File: config.mk
export PLATFORM = sky130hd
export DESIGN_NAME = nvsrs_seq
export DESIGN_NICKNAME = d
export VERILOG_FILES = /design/src/verilog/nvsrs_pkg.sv /design/src/verilog/nvsrs_seq.sv
export SDC_FILE = /design/constraint.sdc
export NUM_CORES = 1
export LEC_CHECK = 0
export ABC_AREA = 1
export BUFFER_PORTS_ARGS = -buffer_cell sky130_fd_sc_hd__buf_2
export CORE_ASPECT_RATIO = 1.25
export CORE_MARGIN = 2
export CORE_UTILIZATION = 50
export DETAILED_ROUTE_END_ITERATION = 8
export GPL_TIMING_DRIVEN = 1
export PLACE_DENSITY = 0.75
export SLEW_MARGIN = 40
export SYNTH_ARGS = -nofsm -noshare
export SYNTH_HDL_FRONTEND = slang
export SYNTH_SLANG_ARGS = --single-unit
export TNS_END_PERCENT = 1
File: constraint.sdc
create_clock -name mclk -period 4.3 [get_ports mclk]
set_input_delay 0.86 -clock mclk [delete_from_list [all_inputs] [get_ports mclk]]
set_output_delay 0.86 -clock mclk [all_outputs]
set_load 0.02 [all_outputs]
File: src/verilog/nvsrs_pkg.sv
// constants for the store/recall sequencer of a serial nonvolatile sram
// assumes a single 25 mhz timebase; all times rounded to whole cycles
package nvsrs_pkg;
  localparam int CLK_HZ           = 25000000;
  localparam int RESTORE_PU_MS    = 20;
  localparam int SAVE_MS          = 8;
  localparam int WRITE_GRACE_NS   = 25;
  localparam int SLEEP_MS         = 8;
  localparam int WAKE_MS          = 20;
  localparam int STANDBY_US       = 100;
  localparam int SEQ_US           = 500;
  localparam int RESTORE_SW_US    = 600;
  // the write grace time rounds down, never below one cycle
  localparam int RESTORE_PU_CYC   = RESTORE_PU_MS * (CLK_HZ / 1000);
  localparam int SAVE_CYC         = SAVE_MS * (CLK_HZ / 1000);
  localparam int SLEEP_CYC        = SLEEP_MS * (CLK_HZ / 1000);
  localparam int WAKE_CYC         = WAKE_MS * (CLK_HZ / 1000);
  localparam int STANDBY_CYC      = STANDBY_US * (CLK_HZ / 1000000);
  localparam int SEQ_CYC          = SEQ_US * (CLK_HZ / 1000000);
  localparam int RESTORE_SW_CYC   = RESTORE_SW_US * (CLK_HZ / 1000000);
  localparam int GRACE_RAW        = (WRITE_GRACE_NS * (CLK_HZ / 1000000)) / 1000;
  localparam int WRITE_GRACE_CYC  = (GRACE_RAW < 1) ? 1 : GRACE_RAW;
  localparam int CNT_W            = 20;
  localparam logic [2:0] CMD_NONE    = 3'h0;
  localparam logic [2:0] CMD_SAVE    = 3'h1;
  localparam logic [2:0] CMD_RESTORE = 3'h2;
  localparam logic [2:0] CMD_SLEEP   = 3'h3;
  typedef enum logic [3:0] {
    ST_PU_RESTORE = 4'h0,
    ST_ACTIVE     = 4'h1,
    ST_STANDBY    = 4'h2,
    ST_SEQ_WAIT   = 4'h3,
    ST_SAVE       = 4'h4,
    ST_RESTORE    = 4'h5,
    ST_SLEEP_ENT  = 4'h6,
    ST_SLEEP      = 4'h7,
    ST_WAKE       = 4'h8,
    ST_PL_GRACE   = 4'h9,
    ST_PL_SAVE    = 4'ha,
    ST_DEAD       = 4'hb
  } nvsrs_state_t;
endpackage

File: src/verilog/nvsrs_seq.sv
// store/recall sequencer: power-up restore, power-loss save, software
// save/restore, sleep/wake and standby; gates reads while busy, and writes except in the grace window.
// assumes vcc_ok is a raw pin, synchronised here; bus event strobes come
// from the i2c engine on mclk.
`timescale 1ns/1ps
module nvsrs_seq #(
  parameter int TIME_DIV = 1             // divides every timed interval; 1 keeps real timing
) (
  input  wire logic        mclk,          // 25 mhz timebase
  input  wire logic        arst_n,        // power-on reset, active low
  input  wire logic        vcc_ok,        // supply above trigger level (pin)
  input  wire logic        bus_stop,      // stop condition seen, pulse
  input  wire logic        bus_start,     // start condition seen, pulse
  input  wire logic        cmd_valid,     // sequence command accepted, pulse
  input  wire logic [2:0]  cmd_code,      // command code with cmd_valid
  input  wire logic        wake_req,      // wake request, pulse
  input  wire logic        wr_req,        // array write cycle, pulse
  input  wire logic        rd_req,        // array read cycle, pulse
  output logic             wr_en,         // write accepted this cycle
  output logic             rd_en,         // read accepted this cycle
  output logic             busy,          // access locked out
  output logic             store_go,      // nonvolatile save running
  output logic             recall_go,     // nonvolatile restore running
  output logic             sleeping,      // low-power state reached
  output logic             standby,       // standby state reached
  output logic             dirty          // array written since last cycle
);
  nvsrs_pkg::nvsrs_state_t state_reg, state_next;
  logic [nvsrs_pkg::CNT_W-1:0] cnt_reg, cnt_next;
  logic [2:0] cmd_reg, cmd_next;
  logic dirty_reg, dirty_next;
  logic vs1_reg, vs2_reg;
  logic wr_en_reg, rd_en_reg, busy_reg, st_reg, rc_reg, sl_reg, sb_reg;
  logic wr_en_next, rd_en_next, busy_next, st_next, rc_next, sl_next, sb_next;
  logic open_st;

  // cycle count for a duration, as counter width
  function automatic logic [nvsrs_pkg::CNT_W-1:0] cyc(input int n);
    int m;
    m   = n / TIME_DIV;
    // never below one cycle, so the grace window survives any divider
    cyc = nvsrs_pkg::CNT_W'((m < 1) ? 0 : m - 1);
  endfunction

  // two-flop synchroniser on the supply pin
  always_ff @(posedge mclk or negedge arst_n) begin
    if (!arst_n) begin
      vs1_reg <= 1'b0;
      vs2_reg <= 1'b0;
    end else begin
      vs1_reg <= vcc_ok;
      vs2_reg <= vs1_reg;
    end
  end

  // array is open only in active or standby with a good supply
  assign open_st = vs2_reg &&
                   (state_reg == nvsrs_pkg::ST_ACTIVE || state_reg == nvsrs_pkg::ST_STANDBY);

  // next-state logic for sequencer, flags and outputs
  always_comb begin
    state_next = state_reg;
    cnt_next   = (cnt_reg != '0) ? cnt_reg - 1'b1 : cnt_reg;
    cmd_next   = cmd_reg;
    dirty_next = dirty_reg;
    wr_en_next = 1'b0;
    rd_en_next = 1'b0;
    case (state_reg)
      nvsrs_pkg::ST_PU_RESTORE: begin
        // restore starts once supply is good; finishes at count end
        if (!vs2_reg) begin
          cnt_next = cyc(nvsrs_pkg::RESTORE_PU_CYC);
        end else if (cnt_reg == '0) begin
          state_next = nvsrs_pkg::ST_ACTIVE;
          dirty_next = 1'b0;
        end
      end
      nvsrs_pkg::ST_ACTIVE, nvsrs_pkg::ST_STANDBY: begin
        wr_en_next = wr_req && vs2_reg;
        rd_en_next = rd_req && vs2_reg;
        if (wr_req && vs2_reg) begin
          dirty_next = 1'b1;
        end
        if (bus_start || wr_req || rd_req) begin
          state_next = nvsrs_pkg::ST_ACTIVE;
        end
        if (bus_stop && state_reg == nvsrs_pkg::ST_ACTIVE) begin
          cnt_next = cyc(nvsrs_pkg::STANDBY_CYC);
        end else if (state_reg == nvsrs_pkg::ST_ACTIVE && cnt_reg == 1 && !bus_start) begin
          state_next = nvsrs_pkg::ST_STANDBY;
        end
        if (cmd_valid && cmd_code != nvsrs_pkg::CMD_NONE) begin
          state_next = nvsrs_pkg::ST_SEQ_WAIT;
          cmd_next   = cmd_code;
          cnt_next   = cyc(nvsrs_pkg::SEQ_CYC);
        end
        if (!vs2_reg) begin
          state_next = nvsrs_pkg::ST_PL_GRACE;
          cnt_next   = cyc(nvsrs_pkg::WRITE_GRACE_CYC);
        end
      end
      nvsrs_pkg::ST_SEQ_WAIT: begin
        // act on the command no later than the processing limit
        if (cnt_reg == '0) begin
          case (cmd_reg)
            nvsrs_pkg::CMD_SAVE: begin
              state_next = nvsrs_pkg::ST_SAVE;
              cnt_next   = cyc(nvsrs_pkg::SAVE_CYC);
            end
            nvsrs_pkg::CMD_RESTORE: begin
              state_next = nvsrs_pkg::ST_RESTORE;
              cnt_next   = cyc(nvsrs_pkg::RESTORE_SW_CYC);
            end
            nvsrs_pkg::CMD_SLEEP: begin
              // the processing wait already counts toward the sleep limit
              state_next = nvsrs_pkg::ST_SLEEP_ENT;
              cnt_next   = cyc(nvsrs_pkg::SLEEP_CYC - nvsrs_pkg::SEQ_CYC);
            end
            default: state_next = nvsrs_pkg::ST_ACTIVE;
          endcase
        end
      end
      nvsrs_pkg::ST_SAVE, nvsrs_pkg::ST_RESTORE: begin
        if (cnt_reg == '0) begin
          state_next = nvsrs_pkg::ST_ACTIVE;
          dirty_next = 1'b0;
        end
      end
      nvsrs_pkg::ST_SLEEP_ENT: begin
        if (cnt_reg == '0) begin
          state_next = nvsrs_pkg::ST_SLEEP;
        end
      end
      nvsrs_pkg::ST_SLEEP: begin
        if (wake_req) begin
          state_next = nvsrs_pkg::ST_WAKE;
          cnt_next   = cyc(nvsrs_pkg::WAKE_CYC);
        end
      end
      nvsrs_pkg::ST_WAKE: begin
        if (cnt_reg == '0) begin
          state_next = nvsrs_pkg::ST_ACTIVE;
        end
      end
      nvsrs_pkg::ST_PL_GRACE: begin
        // a write already in flight may still land during the grace window
        wr_en_next = wr_req;
        if (wr_req) begin
          dirty_next = 1'b1;
        end
        if (cnt_reg == '0) begin
          if (dirty_next) begin
            state_next = nvsrs_pkg::ST_PL_SAVE;
            cnt_next   = cyc(nvsrs_pkg::SAVE_CYC);
          end else begin
            state_next = nvsrs_pkg::ST_DEAD;
          end
        end
      end
      nvsrs_pkg::ST_PL_SAVE: begin
        if (cnt_reg == '0) begin
          state_next = nvsrs_pkg::ST_DEAD;
          dirty_next = 1'b0;
        end
      end
      nvsrs_pkg::ST_DEAD: begin
        // wait for supply to return, then restore again
        if (vs2_reg) begin
          state_next = nvsrs_pkg::ST_PU_RESTORE;
          cnt_next   = cyc(nvsrs_pkg::RESTORE_PU_CYC);
        end
      end
      default: state_next = nvsrs_pkg::ST_PU_RESTORE;
    endcase
    // supply loss in a software restore, sleep entry or wake falls to dead state
    if (!vs2_reg && (state_next == nvsrs_pkg::ST_RESTORE ||
                     state_next == nvsrs_pkg::ST_SLEEP_ENT ||
                     state_next == nvsrs_pkg::ST_WAKE)) begin
      state_next = nvsrs_pkg::ST_DEAD;
    end
    // a command still waiting leaves written data unsaved: take the loss path
    if (!vs2_reg && state_next == nvsrs_pkg::ST_SEQ_WAIT) begin
      state_next = nvsrs_pkg::ST_PL_GRACE;
      cnt_next   = cyc(nvsrs_pkg::WRITE_GRACE_CYC);
    end
    busy_next = !(state_next == nvsrs_pkg::ST_ACTIVE ||
                  state_next == nvsrs_pkg::ST_STANDBY) || !vs2_reg;
    st_next   = (state_next == nvsrs_pkg::ST_SAVE || state_next == nvsrs_pkg::ST_PL_SAVE);
    rc_next   = (state_next == nvsrs_pkg::ST_RESTORE ||
                 (state_next == nvsrs_pkg::ST_PU_RESTORE && vs2_reg));
    sl_next   = (state_next == nvsrs_pkg::ST_SLEEP);
    sb_next   = (state_next == nvsrs_pkg::ST_STANDBY);
  end

  // register all state and outputs
  always_ff @(posedge mclk or negedge arst_n) begin
    if (!arst_n) begin
      state_reg <= nvsrs_pkg::ST_PU_RESTORE;
      cnt_reg   <= '0;
      cmd_reg   <= nvsrs_pkg::CMD_NONE;
      dirty_reg <= 1'b0;
      wr_en_reg <= 1'b0;
      rd_en_reg <= 1'b0;
      busy_reg  <= 1'b1;
      st_reg    <= 1'b0;
      rc_reg    <= 1'b0;
      sl_reg    <= 1'b0;
      sb_reg    <= 1'b0;
    end else begin
      state_reg <= state_next;
      cnt_reg   <= cnt_next;
      cmd_reg   <= cmd_next;
      dirty_reg <= dirty_next;
      wr_en_reg <= wr_en_next;
      rd_en_reg <= rd_en_next;
      busy_reg  <= busy_next;
      st_reg    <= st_next;
      rc_reg    <= rc_next;
      sl_reg    <= sl_next;
      sb_reg    <= sb_next;
    end
  end

  assign wr_en     = wr_en_reg;
  assign rd_en     = rd_en_reg;
  assign busy      = busy_reg;
  assign store_go  = st_reg;
  assign recall_go = rc_reg;
  assign sleeping  = sl_reg;
  assign standby   = sb_reg;
  assign dirty     = dirty_reg;
endmodule
==> flow_metrics.env, run 1 <==
export IMPL_synthTopCellsByCount="nand2_1 (116), inv_1 (84), nor2_1 (54)"
export IMPL_tightest_slew_ps=750
export IMPL_worstSetupStartpoint="cnt_reg[0]"
export IMPL_worstPathRequired_ps=4550
export IMPL_firstDrtPassIters=5
export IMPL_synth_xor_area_share=0.0325
export IMPL_hold_start="vs1_reg"
export IMPL_relSlewSlack=0.496
export IMPL_start_kind="flip-flop"
export IMPL_syn_area_sq_mm=0.00323
export IMPL_synth_top_cell_area_share=0.279
export IMPL_grt_usage=0.297
export IMPL_io_buffers=19
export IMPL_antenna_found_initial=0
export IMPL_cts_buffers=5
export IMPL_min_to="vs2_reg"
export IMPL_rsz0062_at_grt="no"
export IMPL_grt_max_degree=38
export IMPL_grt_overflow=0
export IMPL_core_area_sq_mm=0.00621
export IMPL_cts_root_buffer="clkbuf_8"
export IMPL_power_density_mw_per_mm2=202
export IMPL_clk_pin_slew_ps=80
export IMPL_drc=0
export IMPL_final_max_slew_viol_count=0
export IMPL_fin_area_sq_mm=0.00350
export IMPL_initial_core_util=0.521
export IMPL_synth_fa_ha_area_frac=0.00774
export IMPL_clock_sinks=37
export IMPL_synth_ff_type="dfrtp_1"
export IMPL_fmaxAchievable_ghz=0.336
export IMPL_die_w_um=75.9
export IMPL_async_reset_ff_frac=1.00
export IMPL_gp_congestion=0.988
export IMPL_via_per_inst=5.56
export IMPL_drive_above_1_share=0.163
export IMPL_min_path_type="flip-flop to flip-flop"
export IMPL_io_pins=20
export IMPL_finalClockSkew_ps=12.1
export IMPL_drt_iter0_drc=267
export IMPL_ys_seq_area_frac=0.287
export IMPL_yosys_area_share_simple=0.411
export IMPL_reg2reg_from="cnt_reg[0]"
export IMPL_rows=32
export IMPL_synthTopCellsByArea="dfrtp_1 (28%), nand2_1 (13%), inv_1 (9.8%)"
export IMPL_num_vias=3334
export IMPL_synth_top_cell_by_area="dfrtp_1"
export IMPL_die_h_um=93.9
export IMPL_setup_violations=0
export IMPL_worstSetupPathType="flip-flop to flip-flop"
export IMPL_cts_setup_buffers=0
export IMPL_wl_per_cell_um=16.4
export IMPL_leakagePower_nw=1.92
export IMPL_fin_crit_ps=2980
export IMPL_ant_nets=0
export IMPL_layout_nets=528
export IMPL_synthMuxAreaShare=0
export IMPL_cts_tree="built"
export IMPL_syn_nets=508
export IMPL_htree_levels=2
export IMPL_synth_compound_area_frac=0.131
export IMPL_antennaDiodeCount=0
export IMPL_clock_path_buffers=2
export IMPL_grt_pass1_wl_um=16500
export IMPL_totalWireLength_um=9820
export IMPL_placed_cell_area_sq_mm=0.00339
export IMPL_avgSynthCellArea_sq_um=6.54
export IMPL_syn_inst=494
export IMPL_worstHoldPathCells=0
export IMPL_r2r_end="cnt_reg[12]"
export IMPL_worstSkewPairLatency_ps=310
export IMPL_ir_drop_uv=165
export IMPL_dieArea_sq_mm=0.00713
export IMPL_final_hold_violation_count=0
export IMPL_drv_cap=0
export IMPL_path_max_fanout=22
export IMPL_regToRegSetupSlack_ps=1320
export IMPL_synth_edf_count=0
export IMPL_yosysMostFrequentCell="nand2_1"
export IMPL_largest_reg_flops=20
export IMPL_cts_resized=0
export IMPL_grt_pass1_vias=3311
export IMPL_worstPathArrival_ps=3230
export IMPL_place_hpwl_um=7860
export IMPL_outcome="complete, no violations"
export IMPL_ys_ff_latch=37
export IMPL_end_kind="flip-flop"
export IMPL_ys_warn_count=0
export IMPL_ys_types=47
export IMPL_setup_tns_ps=0
export IMPL_fin_crit_sh=0.693
export IMPL_ctsHoldBuffers=0
export IMPL_r2r_cells=16
export IMPL_synthToLayoutAreaGrowth_pct=8.24
export IMPL_synth_top_family_by_area="simple AND/OR/NAND/NOR gates"
## area by class of cell
type                            instances  area, sq um
Sequential cell                        37          927
Timing Repair Buffer                   19         97.6
Clock buffer                            6         72.6
Multi-Input combinational cell        350         1880
Inverter                              101          379
Clock inverter                          2         35.0
Tap cell                               85          106
Fill cell                             648         2710
## critical path, stage by stage, from the launching register on
cell,delay (ps)
dfrtp_1,400
inv_1,170
ha_1,310
nand2_4,110
nor2_8,150
nand3_4,240
inv_2,270
nand2_2,100
nand2_1,120
nand3_4,130
inv_2,140
nand4_1,120
nand3_2,100
nand2_4,80
nand3_4,260
o21ai_0,140
inv_1,80
## cell families after synthesis
| kind of cell | Yosys count |
|---|---|
| simple gates | 267 |
| fa+ha+maj | 2 |
| compound gates | 69 |
| flops | 37 |
| buf+inv | 107 |
| xor+xnor | 12 |
## through the flow
step	std cells	utilization	worst slack [ps]	hold WS, ps	power (mW)
after global placement	592	0.546	1410	347	0.408
after floorplan	494	-	2060	331	0.388
after CTS	600	0.564	1340	362	0.711
final	600	0.564	1320	358	0.706
after global routing	600	0.564	1020	381	0.729
after detailed placement	592	0.546	1360	337	0.408
## per-layer routing
metal | up-vias | track usage | wire length [um]
met5 | - | 0 | 0
met4 | 0 | 0.139 | 342
met3 | 29 | 0.0365 | 560
met2 | 131 | 0.530 | 4900
met1 | 1540 | 0.359 | 4020
li1 | 1634 | - | -
## report_power, final
part	internal (mW)	switching [mW]
registers	0.351	0.00359
clock network	0.172	0.132
logic	0.0147	0.0321
total	0.538	0.167
## layout by cell type, fill, tap and decap left out, types with 2 or more instances in the layout
master	Yosys	final
buf_2	3	18
xor2_1	11	11
clkbuf_8	0	5
nor3_2	2	2
o21ai_2	3	3
inv_1	84	84
nand3_1	25	25
dfrtp_1	36	36
nand4_1	20	20
nand2_4	2	2
nor2_1	54	54
nand2_1	116	116
a21oi_1	12	12
nand3_2	9	9
nor2_2	5	5
o2111ai_1	3	3
nand3_4	3	3
nor3_1	13	13
nor2_4	5	5
nand2_2	5	5
a31oi_1	2	2
o21ai_0	32	32
ha_1	2	2
a21oi_2	3	3
nor4_1	3	3
inv_2	17	17
a22oi_1	3	3
## worst max path at each step
| stage | depth (start not counted) | slack, ps | end |
|---|---|---|---|
| floorplan | 15 | 2060 | cnt_reg[10] |
| global placement | 15 | 1410 | cnt_reg[12] |
| detailed placement | 16 | 1360 | cnt_reg[12] |
| CTS | 16 | 1340 | cnt_reg[12] |
| global route | 16 | 1020 | cnt_reg[12] |
| finish | 16 | 1320 | cnt_reg[12] |
Power figures use the tool's default switching activity.
==> inputs of run 2 (changes only) <==
- PLACE_DENSITY: 0.75 -> 0.77
- clock period: 4.3 -> 2.5 ns (I/O delays scaled with it)
==> run 2 against run 1 <==
Maximum frequency rose by 21%. Sequential share of layout area fell by 2.6 points. Clock skew fell by 6.9 ps. Hold slack got worse by 190 ps. Sequential power rose by 72%. Wire length rose by 15%. Global-route usage rose by 2.6 points. Setup slack got worse by 1300 ps. Cell area rose by 11%. Highest routed layer unchanged.
==> flow_metrics.env, run 2 (synthesized netlist as in run 1, its figures left out) <==
export IMPL_drive_above_1_share=0.249
export IMPL_cp_endpoint="cnt_reg[12]"
export IMPL_outcome="complete, no violations"
export IMPL_r2r_cells=15
export IMPL_drt_iter0_drc=324
export IMPL_wl_per_cell_um=17.7
export IMPL_clock_path_buffers=2
export IMPL_drc=0
export IMPL_grt_overflow=0
export IMPL_via_per_inst=5.68
export IMPL_io_pins=20
export IMPL_worstPathArrival_ps=2640
export IMPL_cts_buffers=5
export IMPL_synthToLayoutAreaGrowth_pct=20.5
export IMPL_finalClockSkew_ps=5.19
export IMPL_dieArea_sq_mm=0.00713
export IMPL_final_hold_violation_count=0
export IMPL_max_stage_delay_ps=440
export IMPL_ant_nets=0
export IMPL_path_cells="nor2_2, nand2_1, nor2_4, buf_4, nand4_1, a21oi_1, nand2_1, nand2_2, nand2_2, nand3_2, nand3_4, nand2_8, nand3_4, o21ai_1, inv_1"
export IMPL_die_w_um=75.9
export IMPL_final_max_slew_viol_count=0
export IMPL_grt_usage=0.324
export IMPL_worstPathRequired_ps=2690
export IMPL_drv_cap=0
export IMPL_fin_crit_sh=0.981
export IMPL_end_kind="flip-flop"
export IMPL_place_hpwl_um=8350
export IMPL_r2r_end="cnt_reg[12]"
export IMPL_antennaDiodeCount=0
export IMPL_htree_levels=2
export IMPL_mostFrequentLayoutCells="nand2_1 (114), inv_1 (81), nor2_1 (48)"
export IMPL_regArea_sq_um=930
export IMPL_stdcell_count=639
export IMPL_worstSetupStartpoint="cnt_reg[8]"
export IMPL_place_inst=615
export IMPL_antenna_found_initial=0
export IMPL_totalWireLength_um=11300
export IMPL_largest_reg_flops=20
export IMPL_num_vias=3628
export IMPL_rsz0062_at_grt="yes"
export IMPL_setup_violations=0
export IMPL_clock_sinks=37
export IMPL_min_path_type="input port to asynchronous set/reset pin"
export IMPL_path_max_fanout=6
export IMPL_reg2reg_from="cnt_reg[8]"
export IMPL_leakagePower_nw=2.08
export IMPL_tightest_slew_ps=531
export IMPL_cp_slowest_cell="dfrtp_1"
export IMPL_ir_drop_uv=220
export IMPL_io_buffers=19
export IMPL_fin_crit_ps=2450
export IMPL_grt_max_degree=38
export IMPL_relSlewSlack=0.644
export IMPL_grt_pass1_vias=3621
export IMPL_rows=32
export IMPL_start_kind="flip-flop"
export IMPL_final_util=0.628
export IMPL_multi_input_area_sq_mm=0.00203
export IMPL_fillers=588
export IMPL_clk_pin_slew_ps=70
export IMPL_power_density_mw_per_mm2=286
export IMPL_firstDrtPassIters=5
export IMPL_regToRegSetupSlack_ps=50
export IMPL_worstSetupPathType="flip-flop to flip-flop"
export IMPL_initial_core_util=0.521
export IMPL_gp_congestion=1.01
export IMPL_cts_root_buffer="clkbuf_8"
export IMPL_fmaxAchievable_ghz=0.408
export IMPL_grt_pass1_wl_um=17700
export IMPL_die_h_um=93.9
export IMPL_final_common_cell="nand2_1"
export IMPL_cts_tree="built"
export IMPL_ctsHoldBuffers=0
export IMPL_worstSkewPairLatency_ps=290
export IMPL_layout_nets=567
export IMPL_core_area_sq_mm=0.00621
-- run 2: cell count changes in the layout (fill, tap and decap cells not counted), moves of 3 or more --
cell,delta
nor2_2,+4
nor2_1,-6
buf_4,+33
nand3_4,+5
inv_1,-3
-- run 2: cell type report --
cell class | count | share of cell area
inverter | 101 | 0.0979
sequential | 37 | 0.239
timing repair buffer | 54 | 0.0944
clock buffer | 8 | 0.0205
tap | 85 | 0.0273
multi-input combinational | 354 | 0.521
-- run 2: metrics by stage --
step	power [mW]	hold WS (ps)	area (sq um)	worst slack [ps]	TNS [ps]
floorplan	0.667	204	3230	269	0
global placement	0.707	347	3560	-56.7	-463
global route	1.16	203	3900	-68.6	-706
detailed placement	0.708	348	3560	-95.2	-1210
CTS	1.12	308	3700	9.37	0
finish	1.12	164	3900	47.0	0
-- run 2: metal layers --
metal  part of all wire  global-route usage  vias up  wire (um)
li1                   -                   -     1711          -
met1               0.36               0.357     1667       4060
met2               0.50               0.573      195       5640
met3              0.074              0.0529       55        833
met4              0.068               0.224        0        770
met5                  0                   0        -          0
-- run 2: worst min-delay path by stage --
stage | to | slack [ps] | cells past startpoint
final | cmd_reg[1] | 160 | 1
after global routing | rd_en | 200 | 1
after CTS | vs1_reg | 310 | 1
after detailed placement | vs2_reg | 350 | 0
after global placement | vs2_reg | 350 | 0
after floorplan | cmd_reg[0] | 200 | 0
-- run 2: power by group --
| group | switching, mW | leakage, nW | internal [mW] |
|---|---|---|---|
| logic | 0.0634 | 1.60 | 0.0340 |
| clock network | 0.210 | 0.0395 | 0.198 |
| registers | 0.00537 | 0.444 | 0.605 |
| total | 0.279 | 2.08 | 0.837 |
-- run 2: critical path: cells and delay by family (launching register included) --
family          cells  cell delay, ps
flops               1             440
compound gates      2             320
buf+inv             2             190
simple gates       11            1390
-- run 2: repair_timing --
item                       CTS  global route
setup buffers                2            10
pin swaps                    3            12
gates cloned                 2             2
setup endpoints to repair   22            27
resized for setup            4            28
==> inputs of run 3 (changes only) <==
- ABC_AREA: 1 -> not set
- PLACE_DENSITY: 0.77 -> 0.78
==> run 3 against run 2 <==
The flow now finishes with violations (setup timing). Die area decreased by 7.4%. Synthesized cell count decreased by 25%. Combinational power increased to 33 times the previous value. First-iteration DRC count decreased by 12%. Utilization increased by 8.4 points. Sequential share of layout area decreased by 1.3 points. Register-to-register slack got worse by 180 ps. Clock skew about the same. Area after synthesis decreased by 7.7%. Largest cell class unchanged.
==> flow_metrics.env, run 3 <==
export IMPL_outcome="complete, but fails checks"
export IMPL_violations="setup timing"
export IMPL_min_path_type="input port to asynchronous set/reset pin"
export IMPL_ir_drop_uv=819
export IMPL_syn_nets=385
export IMPL_start_kind="flip-flop"
export IMPL_synth_ff_type="dfrtp_1"
export IMPL_fin_ws_ps=-131
export IMPL_total_power_mw=4.73
export IMPL_synth_edf_count=0
export IMPL_cts_root_buffer="clkbuf_8"
export IMPL_initial_core_util=0.516
export IMPL_clk_pin_slew_ps=80
export IMPL_relSlewSlack=0.668
export IMPL_place_ws_ps=-114
export IMPL_grt_pass1_vias=3476
export IMPL_placed_cell_area_sq_mm=0.00386
export IMPL_fillers=479
export IMPL_power_density_mw_per_mm2=1150
export IMPL_synthTopCellsByArea="dfrtp_1 (30%), nor2_1 (5.4%), a21oi_1 (5.2%)"
export IMPL_ys_ff_latch=37
export IMPL_yosysMostFrequentCell="nor2_1"
export IMPL_path_cells="inv_2, ha_4, nor3b_4, nand4_2, o311a_1, o21a_1, a2111oi_4, buf_6, xnor2_1, or3_1"
export IMPL_num_vias=3471
export IMPL_worstPathArrival_ps=2860
export IMPL_rsz0062_at_grt="yes"
export IMPL_async_reset_ff_frac=1.00
export IMPL_worstSetupPathType="flip-flop to flip-flop"
export IMPL_final_hold_violation_count=0
export IMPL_drt_iter0_drc=286
export IMPL_multi_input_area_sq_mm=0.00207
export IMPL_setup_violations=23
export IMPL_fin_crit_ps=2630
export IMPL_grt_pass1_wl_um=17500
export IMPL_ys_seq_area_frac=0.311
export IMPL_synthTopCellsByCount="nor2_1 (43), dfrtp_1 (36), nand2_1 (33)"
export IMPL_cp_slowest_cell="dfrtp_1"
export IMPL_holdWs_ps=155
export IMPL_worstPathRequired_ps=2730
export IMPL_htree_levels=2
export IMPL_ys_types=68
export IMPL_firstDrtPassIters=5
export IMPL_synth_top_cell_by_area="dfrtp_1"
export IMPL_layout_nets=492
export IMPL_cp_depth=10
export IMPL_final_common_cell="buf_4"
export IMPL_worstSkewPairLatency_ps=300
export IMPL_fin_crit_sh=1.05
export IMPL_crit_buf_inv=2
export IMPL_drive_above_1_share=0.353
export IMPL_ys_warn_count=0
export IMPL_end_kind="flip-flop"
export IMPL_grt_overflow=0
export IMPL_gp_congestion=1.04
export IMPL_via_per_inst=6.37
export IMPL_rows=31
export IMPL_synth_top_cell_area_share=0.302
export IMPL_critPathTopFamily="compound AO/OA/AOI/OAI gates"
export IMPL_fin_area_sq_mm=0.00411
export IMPL_mostFrequentLayoutCells="buf_4 (98), nor2_1 (43), dfrtp_1 (36)"
export IMPL_cts_tree="built"
export IMPL_largest_reg_flops=20
export IMPL_drc=0
export IMPL_place_hpwl_um=8820
export IMPL_syn_inst=371
export IMPL_path_max_fanout=7
export IMPL_fmaxAchievable_ghz=0.380
export IMPL_drv_cap=0
export IMPL_max_stage_delay_ps=390
export IMPL_wl_per_cell_um=20.6
export IMPL_r2r_cells=10
export IMPL_totalWireLength_um=11200
export IMPL_grt_usage=0.348
export IMPL_cts_buffers=5
export IMPL_leakagePower_nw=1.84
export IMPL_io_buffers=19
export IMPL_die_h_um=90.4
export IMPL_final_max_slew_viol_count=0
export IMPL_clock_sinks=37
export IMPL_synthToLayoutAreaGrowth_pct=37.9
export IMPL_final_util=0.712
export IMPL_syn_area_sq_mm=0.00298
export IMPL_antenna_found_initial=0
export IMPL_ant_nets=0
export IMPL_core_area_sq_mm=0.00578
export IMPL_ctsHoldBuffers=0
export IMPL_die_w_um=73.1
export IMPL_dieArea_sq_mm=0.00660
export IMPL_grt_max_degree=38
export IMPL_tightest_slew_ps=499
export IMPL_clock_path_buffers=2
export IMPL_io_pins=20
export IMPL_regArea_sq_um=927
export IMPL_avgSynthCellArea_sq_um=8.04
export IMPL_finalClockSkew_ps=5.17
export IMPL_antennaDiodeCount=0
run 3: report_power, final:
part | switching (mW) | leakage [nW] | internal [mW]
Clock | 0.248 | 0.0543 | 0.299
Sequential | 0.219 | 0.460 | 0.801
Combinational | 1.64 | 1.32 | 1.52
run 3: final cells by class:
cell class	count	area share
multi-input combinational	306	0.503
timing repair buffer	120	0.216
clock buffer	5	0.0167
tap	66	0.0201
inverter	8	0.00730
clock inverter	3	0.0113
sequential	37	0.225
run 3: what timing repair did:
| item | 4_1_cts | 5_1_grt |
|---|---|---|
| endpoints found under the setup margin | 14 | 28 |
| pin swaps | 1 | 8 |
| resized for setup | 8 | 18 |
| setup buffers | 1 | 1 |
run 3: per-stage QoR:
| step | cells | TNS (ps) |
|---|---|---|
| 6_report | 545 | -1020 |
| 5_1_grt | 545 | -3070 |
| 4_1_cts | 544 | -407 |
| 3_5_place_dp | 535 | -476 |
| 3_3_place_gp | 535 | -241 |
| 2_1_floorplan | 371 | 0 |
run 3: final timing paths:
check                           start         end  slack (ps)
hold reg to reg               vs1_reg     vs2_reg         360
min in group mclk              vcc_ok     vs1_reg         300
hold / removal                 arst_n  cnt_reg[5]         160
max in group asynchronous      arst_n        busy        1970
setup reg to reg           cnt_reg[1]        busy        -130
setup / recovery           cnt_reg[1]        busy        -130
run 3: logic make-up (layout without fill, tap and decap cells):
| logic type | count (synthesis) | in the layout | share of synthesized area |
|---|---|---|---|
| AOI/OAI and AO/OA | 111 | 111 | 0.255 |
| xor gates and xnor gates | 17 | 17 | 0.0499 |
| adders and majority gates | 2 | 2 | 0.00839 |
| buffers and inverters | 28 | 136 | 0.0390 |
| DFF | 37 | 37 | 0.311 |
| muxes | 8 | 8 | 0.0289 |
| and+or+nand+nor | 168 | 168 | 0.308 |
run 3: per-layer routing:
metal  up-vias  global-route usage  wire length (um)
li1       1596                   -                 -
met1      1649               0.414              4230
met2       168               0.590              5670
met3        58              0.0491               692
met4         0               0.181               614
met5         -                   0                 0
